`src/common/dpam_pkg.sv`:
```
// package: constants, state codes and helpers for the dram address/precharge block
package dpam_pkg;

	// ----------------------------------------------------------------
	// widths and address field positions
	// ----------------------------------------------------------------
	localparam int DRAM_ADDR_W   = 11;
	localparam int CPU_ADDR_W    = 32;
	localparam int ROW_LO_BIT    = 11;
	localparam int COL_LO_BIT    = 4;
	localparam int MID_W         = 9;
	localparam int COLMID_W      = 7;
	localparam int BURST_LO_BIT  = 2;
	localparam int REGION_HI_BIT = 31;
	localparam int REGION_LO_BIT = 30;
	localparam int ROW9_BIT      = 21;
	localparam int ROW10_BIT     = 23;
	localparam int COL9_BIT      = 20;
	localparam int COL10_BIT     = 22;

	localparam logic [1:0] DRAM_REGION   = 2'h0;
	localparam logic [1:0] DEPTH_256K    = 2'h0;
	localparam logic [1:0] DEPTH_1M      = 2'h1;
	localparam logic [1:0] CNT_RESET     = 2'h0;
	localparam logic [1:0] CNT_STEP      = 2'h1;

	// ----------------------------------------------------------------
	// timing: one bus clock of 50 ns
	// ----------------------------------------------------------------
	localparam int CLK_PERIOD_NS = 50;
	localparam int PRECHARGE_MIN_CYC_OFF = 1;
	localparam int PRECHARGE_MIN_CYC_ON  = 2;

	// ----------------------------------------------------------------
	// controller states, gray along the usual path
	// ----------------------------------------------------------------
	typedef enum logic [3:0] {
		ST_IDLE        = 4'h0,
		ST_FIRST_DATA  = 4'h1,
		ST_READ_WAIT   = 4'h3,
		ST_FINAL_READ  = 4'h2,
		ST_PRECHARGE   = 4'h6,
		ST_WRITE_WAIT  = 4'h7,
		ST_FINAL_WRITE = 4'h5,
		ST_RFSH1       = 4'h4,
		ST_RFSH2       = 4'hC,
		ST_RFSH3       = 4'hD,
		ST_RFSH4       = 4'hF
	} dpam_state_type;

	function automatic logic dpam_is_refresh(input dpam_state_type s);
		return (s == ST_RFSH1) || (s == ST_RFSH2) || (s == ST_RFSH3) || (s == ST_RFSH4);
	endfunction

	function automatic logic dpam_is_data_end(input dpam_state_type s);
		return (s == ST_FIRST_DATA) || (s == ST_FINAL_READ);
	endfunction

endpackage

```
`src/common/dpam_ctl_if.sv`:
```
// interface: control and counter signals between the controller and its negedge helper
`timescale 1ns/1ps
interface dpam_ctl_if;
	logic       ras;
	logic       load;
	logic [1:0] load_val;
	logic       inc;
	logic       ras_dly;
	logic [1:0] burst_column_counter;

	modport ctl (output ras, output load, output load_val, output inc,
		input ras_dly, input burst_column_counter);
	modport neg (input ras, input load, input load_val, input inc,
		output ras_dly, output burst_column_counter);
endinterface

```
`src/hdl/dpam_negedge.sv`:
```
// module: falling-edge logic, half-clock delayed ras and the burst column counter
`timescale 1ns/1ps
module dpam_negedge
	import dpam_pkg::*;
(
	input  wire logic clk_i,
	input  wire logic rstn_i,
	dpam_ctl_if.neg   ctl
);

	logic [1:0] next_cnt;
	logic       next_ras_dly;

	// ----------------------------------------------------------------
	// next values
	// ----------------------------------------------------------------
	always_comb begin
		next_ras_dly = ctl.ras;
		next_cnt     = ctl.burst_column_counter;
		if (ctl.load) begin
			next_cnt = ctl.load_val;
		end else if (ctl.inc) begin
			// two bits are enough, the processor stops a burst at 11
			next_cnt = ctl.burst_column_counter + CNT_STEP;
		end
	end

	// ----------------------------------------------------------------
	// registers on the falling edge
	// ----------------------------------------------------------------
	always_ff @(negedge clk_i or negedge rstn_i) begin
		if (!rstn_i) begin
			ctl.ras_dly              <= 1'b0;
			ctl.burst_column_counter <= CNT_RESET;
		end else begin
			ctl.ras_dly              <= next_ras_dly;
			ctl.burst_column_counter <= next_cnt;
		end
	end

endmodule // dpam_negedge

```
`src/hdl/dpam_top.sv`:
```
// module: dram row/column address mux, write strobe and ras precharge sequencing
`timescale 1ns/1ps
// Functional notes
// - refresh runs the same states whether fpm or edo is selected.
// - internal ras is off in idle and precharge, on elsewhere.
// - precharge enable on passes through precharge state, else skips it.
// - write strobe is inverted write/read, forced high during refresh.
// - eleven multiplexed address lines carry 22 bits for up to 4M depth.
// - row lines 0-8 carry address 11-19; column lines 2-8 carry 4-10.
// - column lines 1:0 carry address 3:2 on writes, counter on reads.
// - at 4M depth lines 10,9 carry 23,21 in row and 22,20 in column.
// - unused upper lines for smaller depths are driven to zero.
// - mux select is ras delayed half a clock; row while it is off.
// - the burst counter loads address 3:2 at the start of a read.
// - edo: counter increments on falling edge in state after data state.
// - fpm: counter increments one clock later than for edo.
// - dram type alters read timing only; writes are identical.
// - depth field 00 is 256K, 01 is 1M, 1x is 4M.
// - dram request is strobe low with address 31:30 equal to 00.
module dpam_top
	import dpam_pkg::*;
(
	input  wire logic                   clk_i,
	input  wire logic                   rstn_i,
	input  wire logic                   cpu_address_strobe_n_i,
	input  wire logic [CPU_ADDR_W-1:0]  cpu_addr_i,
	input  wire logic                   cpu_write_i,
	input  wire logic                   cpu_burst_last_i,
	input  wire logic                   refresh_req_i,
	input  wire logic                   precharge_enable_bit_i,
	input  wire logic [1:0]             depth_sel_i,
	input  wire logic                   edo_mode_i,
	output logic [DRAM_ADDR_W-1:0]      dram_addr_o,
	output logic                        dram_we_n_o,
	output logic                        ras_o,
	output logic                        refresh_cycle_o,
	output logic                        ready_o,
	output dpam_state_type              state_o
);

	dpam_ctl_if ctl_bus ();

	dpam_state_type state;
	dpam_state_type next_state;
	logic           op_read;
	logic           next_op_read;
	logic           after_data;
	logic           next_after_data;
	logic           after_data2;
	logic           next_after_data2;
	logic           dram_req;
	logic           end_state;
	logic           ready;
	logic           next_ready;

	// ----------------------------------------------------------------
	// request decode and operation sequencing
	// ----------------------------------------------------------------
	assign dram_req = !cpu_address_strobe_n_i
		&& (cpu_addr_i[REGION_HI_BIT:REGION_LO_BIT] == DRAM_REGION);

	always_comb begin
		next_state   = state;
		next_op_read = op_read;
		end_state    = 1'b0;
		unique case (state)
			ST_IDLE: begin
				// refresh wins over a simultaneous access request
				if (refresh_req_i) begin
					next_state = ST_RFSH1;
				end else if (dram_req) begin
					next_state   = ST_FIRST_DATA;
					next_op_read = !cpu_write_i;
				end
			end
			ST_FIRST_DATA: begin
				// write path ignores the dram type
				next_state = op_read ? ST_READ_WAIT : ST_WRITE_WAIT;
			end
			ST_READ_WAIT:   next_state = ST_FINAL_READ;
			ST_FINAL_READ: begin
				if (cpu_burst_last_i) begin
					end_state = 1'b1;
				end else begin
					next_state = ST_READ_WAIT;
				end
			end
			ST_WRITE_WAIT:  next_state = ST_FINAL_WRITE;
			ST_FINAL_WRITE: begin
				if (cpu_burst_last_i) begin
					end_state = 1'b1;
				end else begin
					next_state = ST_WRITE_WAIT;
				end
			end
			// refresh path has no dependence on the dram type
			ST_RFSH1:       next_state = ST_RFSH2;
			ST_RFSH2:       next_state = ST_RFSH3;
			ST_RFSH3:       next_state = ST_RFSH4;
			ST_RFSH4:       end_state  = 1'b1;
			ST_PRECHARGE:   next_state = ST_IDLE;
			default:        next_state = ST_IDLE;
		endcase
		if (end_state) begin
			// one idle cycle always; a second precharge cycle when enabled
			next_state = precharge_enable_bit_i ? ST_PRECHARGE : ST_IDLE;
		end
	end

	// ----------------------------------------------------------------
	// burst counter increment timing
	// ----------------------------------------------------------------
	always_comb begin
		next_after_data  = dpam_is_data_end(state);
		next_after_data2 = after_data;
	end

	// ----------------------------------------------------------------
	// ras indication and counter control
	// ----------------------------------------------------------------
	// edo steps in the state after a data state, fpm one clock later
	assign ctl_bus.inc = op_read && !dpam_is_refresh(state) && state != ST_IDLE
		&& (edo_mode_i ? after_data : after_data2);
	assign ctl_bus.load     = (state == ST_FIRST_DATA) && op_read;
	assign ctl_bus.load_val = cpu_addr_i[BURST_LO_BIT+1:BURST_LO_BIT];
	assign ctl_bus.ras      = (state != ST_IDLE) && (state != ST_PRECHARGE);

	always_ff @(posedge clk_i or negedge rstn_i) begin
		if (!rstn_i) begin
			after_data  <= 1'b0;
			after_data2 <= 1'b0;
		end else begin
			after_data  <= next_after_data;
			after_data2 <= next_after_data2;
		end
	end

	// ----------------------------------------------------------------
	// state and ready registers
	// ----------------------------------------------------------------
	// ready is flopped from the next state so it leaves as a clean register output
	always_comb begin
		next_ready = (next_state == ST_FINAL_READ) || (next_state == ST_FINAL_WRITE);
	end

	always_ff @(posedge clk_i or negedge rstn_i) begin
		if (!rstn_i) begin
			state   <= ST_IDLE;
			op_read <= 1'b0;
			ready   <= 1'b0;
		end else begin
			state   <= next_state;
			op_read <= next_op_read;
			ready   <= next_ready;
		end
	end

	// ----------------------------------------------------------------
	// falling-edge helper
	// ----------------------------------------------------------------
	dpam_negedge u_negedge (
		.clk_i  (clk_i),
		.rstn_i (rstn_i),
		.ctl    (ctl_bus.neg)
	);

	// ----------------------------------------------------------------
	// address multiplexer
	// ----------------------------------------------------------------
	logic [DRAM_ADDR_W-1:0] row_addr;
	logic [DRAM_ADDR_W-1:0] col_addr;
	logic [1:0]             col_low;
	logic                   depth_4m;
	logic                   depth_1m;

	// 1x decodes to 4M; 01 to 1M; 00 to 256K
	assign depth_4m = depth_sel_i[1];
	assign depth_1m = depth_sel_i == DEPTH_1M;

	// writes use the processor bits, reads the counter, which can run ahead
	assign col_low = cpu_write_i ? cpu_addr_i[BURST_LO_BIT+1:BURST_LO_BIT]
		: ctl_bus.burst_column_counter;

	always_comb begin
		row_addr = '0;
		col_addr = '0;
		row_addr[MID_W-1:0] = cpu_addr_i[ROW_LO_BIT+MID_W-1:ROW_LO_BIT];
		col_addr[MID_W-1:2] = cpu_addr_i[COL_LO_BIT+COLMID_W-1:COL_LO_BIT];
		col_addr[1:0]       = col_low;
		if (depth_4m || depth_1m) begin
			row_addr[9] = cpu_addr_i[ROW9_BIT];
			col_addr[9] = cpu_addr_i[COL9_BIT];
		end
		if (depth_4m) begin
			row_addr[10] = cpu_addr_i[ROW10_BIT];
			col_addr[10] = cpu_addr_i[COL10_BIT];
		end
	end

	// ----------------------------------------------------------------
	// row/column select per line
	// ----------------------------------------------------------------
	// select follows ras delayed by half a clock, so the row still stands at the ras edge
	generate
		for (genvar g = 0; g < DRAM_ADDR_W; g++) begin : g_line
			assign dram_addr_o[g] = ctl_bus.ras_dly ? col_addr[g] : row_addr[g];
		end
	endgenerate

	// ----------------------------------------------------------------
	// write strobe and status
	// ----------------------------------------------------------------
	// strobe held high in refresh for older parts that sample it at ras fall
	assign dram_we_n_o     = dpam_is_refresh(state) | !cpu_write_i;
	assign refresh_cycle_o = dpam_is_refresh(state);
	assign ras_o           = ctl_bus.ras;
	assign ready_o         = ready;
	assign state_o         = state;

endmodule // dpam_top

```
`config.mk`:
```
export PLATFORM = sky130hd
export DESIGN_NAME = dpam_top
export DESIGN_NICKNAME = d
export VERILOG_FILES = /design/src/common/dpam_pkg.sv /design/src/common/dpam_ctl_if.sv /design/src/hdl/dpam_negedge.sv /design/src/hdl/dpam_top.sv
export SDC_FILE = /design/constraint.sdc
export NUM_CORES = 1
export LEC_CHECK = 0
export CORE_MARGIN = 4
export CORE_UTILIZATION = 40
export CTS_CLUSTER_DIAMETER = 80
export CTS_CLUSTER_SIZE = 12
export DETAILED_ROUTE_END_ITERATION = 8
export DONT_BUFFER_PORTS = 1
export GPL_ROUTABILITY_DRIVEN = 1
export PLACE_DENSITY = 0.54
export SLEW_MARGIN = 20
export SYNTH_ARGS = -nofsm -noshare
export SYNTH_HDL_FRONTEND = slang
export SYNTH_SLANG_ARGS = --single-unit
```
`constraint.sdc`:
```
create_clock -name clk_i -period 2.5 [get_ports clk_i]
set_input_delay 0.25 -clock clk_i [delete_from_list [all_inputs] [get_ports clk_i]]
set_output_delay 0.25 -clock clk_i [all_outputs]
set_load 0.05 [all_outputs]
```
==> run_results.csv, run 1 <==
group,metric,value,unit
run_status,status,"finished with violations",
run_status,violations,"setup timing",
global_routing,grt.met3_usage,0.0370,
setup_path,critical_path_required,2250,ps
floorplan,chipWidth,52.8,microns
sta,final_worst_setup_slack,-382,ps
synthesis,post-synth-top-area-cell,"sky130_fd_sc_hd__dfrtp_1",
sta,worstMarginPinSlew,573,ps
setup_path,criticalPathCategory,"flip-flop to output port",
drt,routed_wire_length_per_instance,15.3,microns
synthesis,asyncSetResetFlopFracSynth,1.00,
pwr,vdd_ir_drop_max,0.000889,V
pwr,power_density_relative_to_cell_area,1500,nW/um^2
pwr,leakage,0.505,nW
synthesis,yosys-top-cells-area,"sky130_fd_sc_hd__dfrtp_1 25%, sky130_fd_sc_hd__mux2_2 11%, sky130_fd_sc_hd__dfrtn_1 9.4%",
drt,antenna_left,0,
setup_path,critPathSlowestCell,"sky130_fd_sc_hd__dfrtn_1",
setup_path,setup.reg_to_reg.worst_slack,-60,ps
finish,final_core_util,0.656,
synthesis,yosysTopAreaCellShare,0.250,
global_routing,maximum_number_of_pins_on_one_net_before_global_route_repair,15,
drt,post-route-drc-count,0,
sta,final_hold_viol_count,0,
setup_path,reg2reg_path_depth,5,
finish,n_fill_cell,155,
synthesis,avg_inst_size_synth,8.81,sq um
global_routing,global_route.usage.total,0.164,
synthesis,adder_cell_share_of_the_synthesized_area,0,
finish,cell_area_after_layout,1190,sq um
place,place.detailed.instances,128,
global_routing,grt_use_met2,0.291,
hold_path,cell_count_of_the_worst_hold_path,1,
setup_path,startpoint_type,"flip-flop",
finish,final_net_count,158,
floorplan,die_height,52.8,microns
floorplan,design.portCount,61,
global_routing,number_of_antenna_violations_at_the_first_check_in_global_routing,0,
global_routing,use_met1,0.178,
setup_path,timing.rr.end,"u_negedge.ctl.burst_column_counter[0]$_DFFE_NN0P_",
synthesis,syn_inst,91,
sta,fin_hold_ws,63.5,ps
job,drv_cap,0,
cts,clock_tree.htree_level_count,1,
place,placement.cell_area,1030,sq um
floorplan,placementRows,15,
synthesis,simple_gate_fraction_of_synth_area,0.237,
synthesis,ys_dominant_reg_cell,"sky130_fd_sc_hd__dfrtp_1",
synthesis,synthesis.nets,133,
finish,instances_no_fill,140,
setup_path,cp_cell_sequence,"buf_4, mux2i_4, nor2_4, buf_12",
place,numPortBuffers,0,
cts,clock_transition_at_the_registers_of_the_reported_paths,70,ps
setup_path,end_kind,"output port",
finish,syn2layout_area_growth,49.0,%
synthesis,synth-compound-area-share,0.158,
floorplan,start_util,0.441,
synthesis,number_of_flops_mapped_to_enable_cells_by_yosys,0,
setup_path,critical_path.top_delay_family,"flip-flops",
cts,cts_max_path_buffers,2,
floorplan,core_area,1820,sq um
synthesis,synth_cell_types,29,
sta,grt_setup_unrepaired,"yes",
global_routing,busiest_layer,"met2",
setup_path,arrival,2630,ps
pwr,power.total,0.00180,W
finish,layout-drive-gt1-share,0.478,
sta,setup_violations,13,
drt,dr.pass1.iters,4,
place,hpwl,1630,microns
synthesis,main_combinational_cell_family_by_area_after_synthesis,"simple AND/OR/NAND/NOR gates",
drt,routed_wl,2140,microns
synthesis,synth-seq-area-share,0.343,
setup_path,critical-path-max-stage-delay,510,ps
sta,timing.final.max_slew_violations,0,
setup_path,cp_num_cells,4,
hold_path,min_path_type,"primary input to flip-flop",
cts,cts_tree,"built",
synthesis,mappedNetlistArea,802,sq um
drt,routed_via_density,5.48,
setup_path,cp_max_fo,5,
synthesis,yosysWarningCount,0,
cts,cts-buffers-inserted,3,
drt,dr.first_iter.drc_count,12,
setup_path,path_buf_inv,2,
setup_path,worst_r2r_startpoint,"state_o[0]$_DFF_PN0_",
finish,n_antenna_cell,0,
synthesis,synth.ff_latch_count,11,
sta,timing.slew.headroom,0.614,
cts,worstSkewPairLatency,280,ps
cts,cts_sinks,11,
cts,clockRootBuffer,"sky130_fd_sc_hd__clkbuf_4",
global_routing,grt_overflow_total,0,
hold_path,hold_path_startpoint,"cpu_write_i",
hold_path,hold_path_end,"op_read$_DFFE_PN0P_",
synthesis,synth_xor_xnor_area_share,0.0437,
floorplan,dieArea,2790,sq um
global_routing,grt_first_pass_wirelength,3330,microns
synthesis,synth_mux_area_frac,0.175,
place,globalplace.congestion,0.773,
global_routing,vias_in_the_first_global_route,734,
drt,route.vias.total,767,
sta,clock_skew,7.40,ps
==> state kept, by name (all words and copies together), names as in the netlist <==
register / count
u_negedge.ctl.burst_column_counter: 2
after_data: 1
op_read: 1
ready_o: 1
u_negedge.ctl.ras_dly: 1
state_o: 4
after_data2: 1
==> cells by family after synthesis <==
| logic type | count (synthesis) |
|---|---|
| and+or+nand+nor | 36 |
| AOI/OAI and AO/OA | 21 |
| muxes | 13 |
| DFF | 11 |
| buffers and inverters | 6 |
| xor gates and xnor gates | 4 |
==> routing by layer <==
layer / wire length [microns] / share of wire
met1: 857 / 0.40
met2: 982 / 0.46
met3: 254 / 0.12
met4: 44 / 0.021
met5: 0 / 0
==> report_power, final <==
part	switching (W)	leakage (nW)	internal, W
Sequential	0.0000886	0.132	0.000263
Combinational	0.000768	0.358	0.000549
Clock	0.0000669	0.0150	0.0000619
Total	0.000923	0.505	0.000874
==> metrics by stage <==
step                      setup TNS (ps)  worst slack [ps]
after floorplan                     -931              -226
after global placement              -778              -142
after detailed placement           -1010              -168
after CTS                          -3760              -364
after global routing               -4640              -445
final                              -3920              -382
==> worst max path at each step <==
| stage | slack [ps] | from | to |
|---|---|---|---|
| floorplan | -230 | state_o[1]$_DFF_PN0_ | u_negedge.ctl.burst_column_counter[1]$_DFFE_NN0P_ |
| CTS | -360 | u_negedge.ctl.ras_dly$_DFF_NN0_ | dram_addr_o[9] |
| global route | -450 | u_negedge.ctl.ras_dly$_DFF_NN0_ | dram_addr_o[9] |
| global placement | -140 | state_o[1]$_DFF_PN0_ | u_negedge.ctl.burst_column_counter[1]$_DFFE_NN0P_ |
| detailed placement | -170 | state_o[1]$_DFF_PN0_ | u_negedge.ctl.burst_column_counter[1]$_DFFE_NN0P_ |
| finish | -380 | u_negedge.ctl.ras_dly$_DFF_NN0_ | dram_addr_o[9] |
==> synth_stat cells (all sizes together) (3+ instances only) <==
cell,count
mux2,8
o21ai,7
nor2b,5
nor2,12
dfrtp,8
buf,5
nor3,3
mux2i,5
dfrtn,3
a21oi,8
nand2,8
==> cells in the final DEF, fill, tap and decap left out, types with 5 or more instances in the layout <==
cell	instances
sky130_fd_sc_hd__o21ai_0	5
sky130_fd_sc_hd__buf_4	16
sky130_fd_sc_hd__mux2_4	7
sky130_fd_sc_hd__a21oi_1	6
sky130_fd_sc_hd__nor2_1	7
sky130_fd_sc_hd__nand2_1	6
==> layout make-up <==
class	count	area, sq um	share of cell area
Clock buffer	4	26.3	0.0220
Tap cell	25	31.3	0.0262
Sequential cell	11	280	0.235
Inverter	1	3.75	0.00314
Timing Repair Buffer	25	255	0.214
Multi-Input combinational cell	74	598	0.501
==> what timing repair did <==
action | 4_1_cts | 5_1_grt
buffers inserted | 6 | 2
pin swaps | 4 | 6
endpoints found under the setup margin | 13 | 13
hold buffers | 1 | 0
endpoints found under the hold margin | 8 | 0
resized for setup | 13 | 4
Power figures use the tool's default switching activity.
==> inputs of run 2 (changes only) <==
Settings changed: CELL_PAD_IN_SITES_DETAIL_PLACEMENT set to 0, CELL_PAD_IN_SITES_GLOBAL_PLACEMENT set to 1, MAX_ROUTING_LAYER set to met4, PLACE_DENSITY 0.54 to 0.75.
==> run_results.csv, run 2 (synthesis gave the netlist of run 1 again) <==
group,metric,value,unit
sta,setup_violations,13,
pwr,switching_power_as_a_share_of_total_power,0.520,
finish,layout-drive-gt1-share,0.429,
pwr,power_frac_clock,0.068,
pwr,power.total,0.00173,W
floorplan,placementRows,15,
pwr,power_density_relative_to_cell_area,1520,nW/um^2
place,hpwl,1680,microns
sta,grt_setup_unrepaired,"yes",
drt,routed_wire_length_per_instance,15.6,microns
setup_path,path_buf_inv,1,
global_routing,number_of_antenna_violations_at_the_first_check_in_global_routing,0,
global_routing,global_route.usage.total,0.178,
sta,final_hold_viol_count,0,
job,drv_cap,0,
cts,clock_transition_at_the_registers_of_the_reported_paths,70,ps
floorplan,design.portCount,61,
setup_path,arrival,2580,ps
hold_path,min_path_type,"primary input to flip-flop",
setup_path,critPathSlowestCell,"sky130_fd_sc_hd__dfrtn_1",
pwr,comb_power_share,0.729,
setup_path,critical_path.top_delay_family,"flip-flops",
finish,largest_register_ff_count,4,
pwr,intPower,0.000832,W
floorplan,start_util,0.441,
floorplan,dieArea,2790,sq um
finish,layout_commonest_cell,"sky130_fd_sc_hd__buf_4",
setup_path,critical_path_required,2250,ps
floorplan,chipWidth,52.8,microns
sta,worstMarginPinSlew,661,ps
finish,final_net_count,155,
cts,cts-buffers-inserted,3,
drt,route.vias.total,740,
place,numPortBuffers,0,
setup_path,critical-path-max-stage-delay,450,ps
drt,dr.first_iter.drc_count,18,
sta,fin_hold_ws,72.5,ps
cts,worstSkewPairLatency,270,ps
setup_path,cp_max_fo,8,
cts,cts_tree,"built",
global_routing,grt_first_pass_wirelength,3460,microns
drt,routed_via_density,5.40,
run_status,violations,"setup timing",
drt,post-route-drc-count,0,
global_routing,vias_in_the_first_global_route,748,
finish,n_antenna_cell,0,
sta,clock_skew,11.9,ps
finish,final_core_util,0.627,
sta,timing.slew.headroom,0.556,
pwr,leakage,0.494,nW
drt,routed_wl,2130,microns
cts,clockRootBuffer,"sky130_fd_sc_hd__clkbuf_4",
pwr,vdd_ir_drop_max,0.000800,V
cts,clock_tree.htree_level_count,1,
sta,timing.final.max_slew_violations,0,
setup_path,startpoint_type,"flip-flop",
global_routing,grt_overflow_total,0,
floorplan,core_area,1820,sq um
drt,antenna_left,0,
setup_path,criticalPathCategory,"flip-flop to output port",
floorplan,die_height,52.8,microns
finish,syn2layout_area_growth,42.3,%
sta,final_worst_setup_slack,-329,ps
drt,dr.pass1.iters,6,
place,dp_worst_setup_slack,-141,ps
cts,cts_sinks,11,
run_status,status,"finished with violations",
setup_path,end_kind,"output port",
global_routing,maximum_number_of_pins_on_one_net_before_global_route_repair,14,
pwr,psw,0.000900,W
pwr,seq_power_share,0.203,
place,globalplace.congestion,0.840,
setup_path,cp_cell_sequence,"buf_4, mux2_4",
cts,cts_max_path_buffers,2,
finish,mostFrequentLayoutCells,"16 x sky130_fd_sc_hd__buf_4, 11 x sky130_fd_sc_hd__nor2_1, 7 x sky130_fd_sc_hd__mux2_4",
run 2: cell types whose count changed in the layout (fill, tap and decap cells not counted), sizes merged:
cell and delta:
buf -3
run 2: cell type report:
| class | count | area [sq um] |
|---|---|---|
| sequential | 11 | 280 |
| clock buffer | 4 | 26.3 |
| tap | 25 | 31.3 |
| timing repair buffer | 22 | 230 |
| inverter | 1 | 3.75 |
| multi-input combinational | 74 | 569 |
| fill | 169 | 679 |
run 2: power by group through the flow:
stage                     logic [W]  clock network (W)  registers [W]
after floorplan            0.000793                  0       0.000437
after global placement      0.00119                  0       0.000341
after detailed placement    0.00120                  0       0.000345
after CTS                   0.00125           0.000122       0.000349
after global routing        0.00134           0.000137       0.000365
final                       0.00126           0.000117       0.000352
run 2: final timing paths:
path / start / endpoint / cells after the start / slack, ps
worst max-delay path: u_negedge.ctl.ras_dly$_DFF_NN0_ / dram_addr_o[3] / 2 / -330
worst min-delay path: cpu_write_i / op_read$_DFFE_PN0P_ / 1 / 70
worst max register to register: state_o[1]$_DFF_PN0_ / u_negedge.ctl.burst_column_counter[1]$_DFFE_NN0P_ / 5 / -60
worst min register to register: after_data$_DFF_PN0_ / after_data2$_DFF_PN0_ / 0 / 380
max in group asynchronous: rstn_i / u_negedge.ctl.ras_dly$_DFF_NN0_ / 0 / 1590
min in group asynchronous: rstn_i / after_data$_DFF_PN0_ / 1 / 330
run 2: what timing repair did:
action	in CTS	in global routing
buffers inserted	1	1
hold buffers	1	0
endpoints found under the hold margin	8	0
pin swaps	5	2
gates resized for setup	5	1
setup endpoints to repair	13	14
run 2: layer usage:
metal | GRT usage | vias to the layer above | routed length (microns)
li1 | - | 362 | -
met1 | 0.210 | 339 | 820
met2 | 0.283 | 37 | 1130
met3 | 0.0570 | 2 | 163
met4 | 0.0596 | 0 | 19
met5 | - | - | 0
run 2: stage by stage:
stage | instances | TNS, ps | instance area [sq um]
after floorplan | 91 | -931 | 866
after global routing | 137 | -4010 | 1140
after detailed placement | 130 | -576 | 1060
after CTS | 136 | -3450 | 1130
after global placement | 130 | -469 | 1060
final | 137 | -3340 | 1140
==> inputs of run 3 (changes only) <==
Settings changed: CAP_MARGIN set to 25, PLACE_DENSITY 0.75 to 0.79.
==> run_results.csv, run 3 (synthesis gave the netlist of run 1 again) <==
group,metric,value,unit
run_status,status,"finished with violations",
run_status,violations,"setup timing",
pwr,power.total,0.00176,W
hold_path,min_path_type,"primary input to flip-flop",
setup_path,arrival,2560,ps
cts,worstSkewPairLatency,280,ps
cts,cts_sinks,11,
drt,route.vias.total,757,
finish,n_antenna_cell,0,
global_routing,global_route.usage.total,0.158,
place,dp_worst_setup_slack,-147,ps
pwr,switching_power_as_a_share_of_total_power,0.513,
global_routing,grt_first_pass_wirelength,3000,microns
finish,layout_commonest_cell,"sky130_fd_sc_hd__buf_4",
setup_path,startpoint_type,"flip-flop",
floorplan,placementRows,15,
cts,cts_max_path_buffers,2,
place,globalplace.congestion,0.740,
hold_path,cell_count_of_the_worst_hold_path,1,
cts,clock_tree.htree_level_count,1,
setup_path,critical_path_required,2250,ps
pwr,vdd_ir_drop_max,0.000737,V
setup_path,end_kind,"output port",
sta,final_hold_viol_count,0,
drt,dr.pass1.iters,2,
pwr,power_frac_clock,0.069,
drt,post-route-drc-count,0,
floorplan,design.portCount,61,
sta,setup_violations,13,
drt,routed_wl,2040,microns
sta,timing.final.max_slew_violations,0,
place,hpwl,1550,microns
setup_path,criticalPathCategory,"flip-flop to output port",
pwr,intPower,0.000860,W
pwr,psw,0.000904,W
pwr,power_density_relative_to_cell_area,1510,nW/um^2
pwr,seq_power_share,0.199,
sta,grt_setup_unrepaired,"yes",
drt,routed_via_density,5.45,
place,numPortBuffers,0,
setup_path,reg2reg_path_depth,5,
drt,dr.first_iter.drc_count,1,
global_routing,vias_in_the_first_global_route,678,
finish,syn2layout_area_growth,45.4,%
sta,final_worst_setup_slack,-311,ps
floorplan,chipWidth,52.8,microns
floorplan,die_height,52.8,microns
global_routing,maximum_number_of_pins_on_one_net_before_global_route_repair,14,
finish,n_fill_cell,156,
floorplan,core_area,1820,sq um
sta,clock_skew,6.80,ps
cts,cts-buffers-inserted,3,
pwr,comb_power_share,0.732,
floorplan,start_util,0.441,
sta,timing.slew.headroom,0.558,
finish,layout-drive-gt1-share,0.456,
floorplan,dieArea,2790,sq um
cts,clock_transition_at_the_registers_of_the_reported_paths,70,ps
job,drv_cap,0,
global_routing,number_of_antenna_violations_at_the_first_check_in_global_routing,0,
sta,worstMarginPinSlew,657,ps
pwr,leakage,0.508,nW
finish,mostFrequentLayoutCells,"18 x sky130_fd_sc_hd__buf_4, 10 x sky130_fd_sc_hd__nor2_1, 7 x sky130_fd_sc_hd__mux2_4",
global_routing,grt_overflow_total,0,
cts,cts_tree,"built",
cts,clockRootBuffer,"sky130_fd_sc_hd__clkbuf_4",
finish,final_net_count,157,
setup_path,cp_max_fo,7,
drt,antenna_left,0,
finish,largest_register_ff_count,4,
drt,routed_wire_length_per_instance,14.6,microns
==> run 3: changes by cell type in the layout (fill, tap and decap cells not counted) <==
cell                      before  now
sky130_fd_sc_hd__nor2_2        0    1
sky130_fd_sc_hd__xnor2_2       0    1
sky130_fd_sc_hd__nor2_1       11   10
sky130_fd_sc_hd__buf_4        16   18
sky130_fd_sc_hd__xnor2_1       2    1
==> run 3: cell type report <==
type	count	area, sq um	share of cell area
clock buffers	4	26.3	0.0225
flip-flops and latches	11	280	0.240
multi-input cells	74	579	0.497
inverters	1	3.75	0.00322
repair buffers	24	245	0.210
well taps	25	31.3	0.0268
==> run 3: metal layers <==
layer	vias up	track usage	part of all wire
li1	371	-	-
met5	-	-	0
met1	351	0.192	0.39
met2	30	0.215	0.50
met3	5	0.0456	0.072
met4	0	0.128	0.033
==> run 3: power groups by stage <==
stage          Combinational, W  Clock, W  Sequential, W
4_1_cts                 0.00126  0.000128       0.000353
3_3_place_gp            0.00120         0       0.000342
3_5_place_dp            0.00121         0       0.000345
2_1_floorplan          0.000793         0       0.000437
6_report                0.00129  0.000122       0.000352
5_1_grt                 0.00136  0.000138       0.000366
==> run 3: path summary, 6_finish.rpt <==
kind / from / end / slack, ps
max in group asynchronous: rstn_i / u_negedge.ctl.ras_dly$_DFF_NN0_ / 1600
max reg2reg: state_o[3]$_DFF_PN0_ / u_negedge.ctl.burst_column_counter[1]$_DFFE_NN0P_ / -60
min in group asynchronous: rstn_i / op_read$_DFFE_PN0P_ / 320
max: u_negedge.ctl.ras_dly$_DFF_NN0_ / dram_addr_o[9] / -310
min reg2reg: after_data$_DFF_PN0_ / after_data2$_DFF_PN0_ / 380
min: cpu_write_i / op_read$_DFFE_PN0P_ / 70
==> run 3: timing repair <==
action	CTS	global route
hold buffers	1	0
gates resized for setup	5	3
setup buffers	1	2
endpoints found under the setup margin	13	13
pin swaps	6	2
hold endpoints to repair	8	0
==> run 3: worst max-delay path: stages (launching register included) <==
cell and delay (ps):
sky130_fd_sc_hd__dfrtn_1 450, sky130_fd_sc_hd__buf_12 150, sky130_fd_sc_hd__mux2i_4 240, sky130_fd_sc_hd__nor2_4 50, sky130_fd_sc_hd__buf_12 150
==> run 3: through the flow <==
stage	hold WS (ps)	area, sq um	utilization	std cells	TNS [ps]
6_report	69.1	1170	0.641	139	-3180
5_1_grt	48.6	1170	0.641	139	-4050
4_1_cts	61.3	1140	0.625	137	-3400
3_5_place_dp	-45.2	1070	0.586	131	-437
3_3_place_gp	-45.2	1070	0.586	131	-379
2_1_floorplan	-45.6	866	-	91	-931
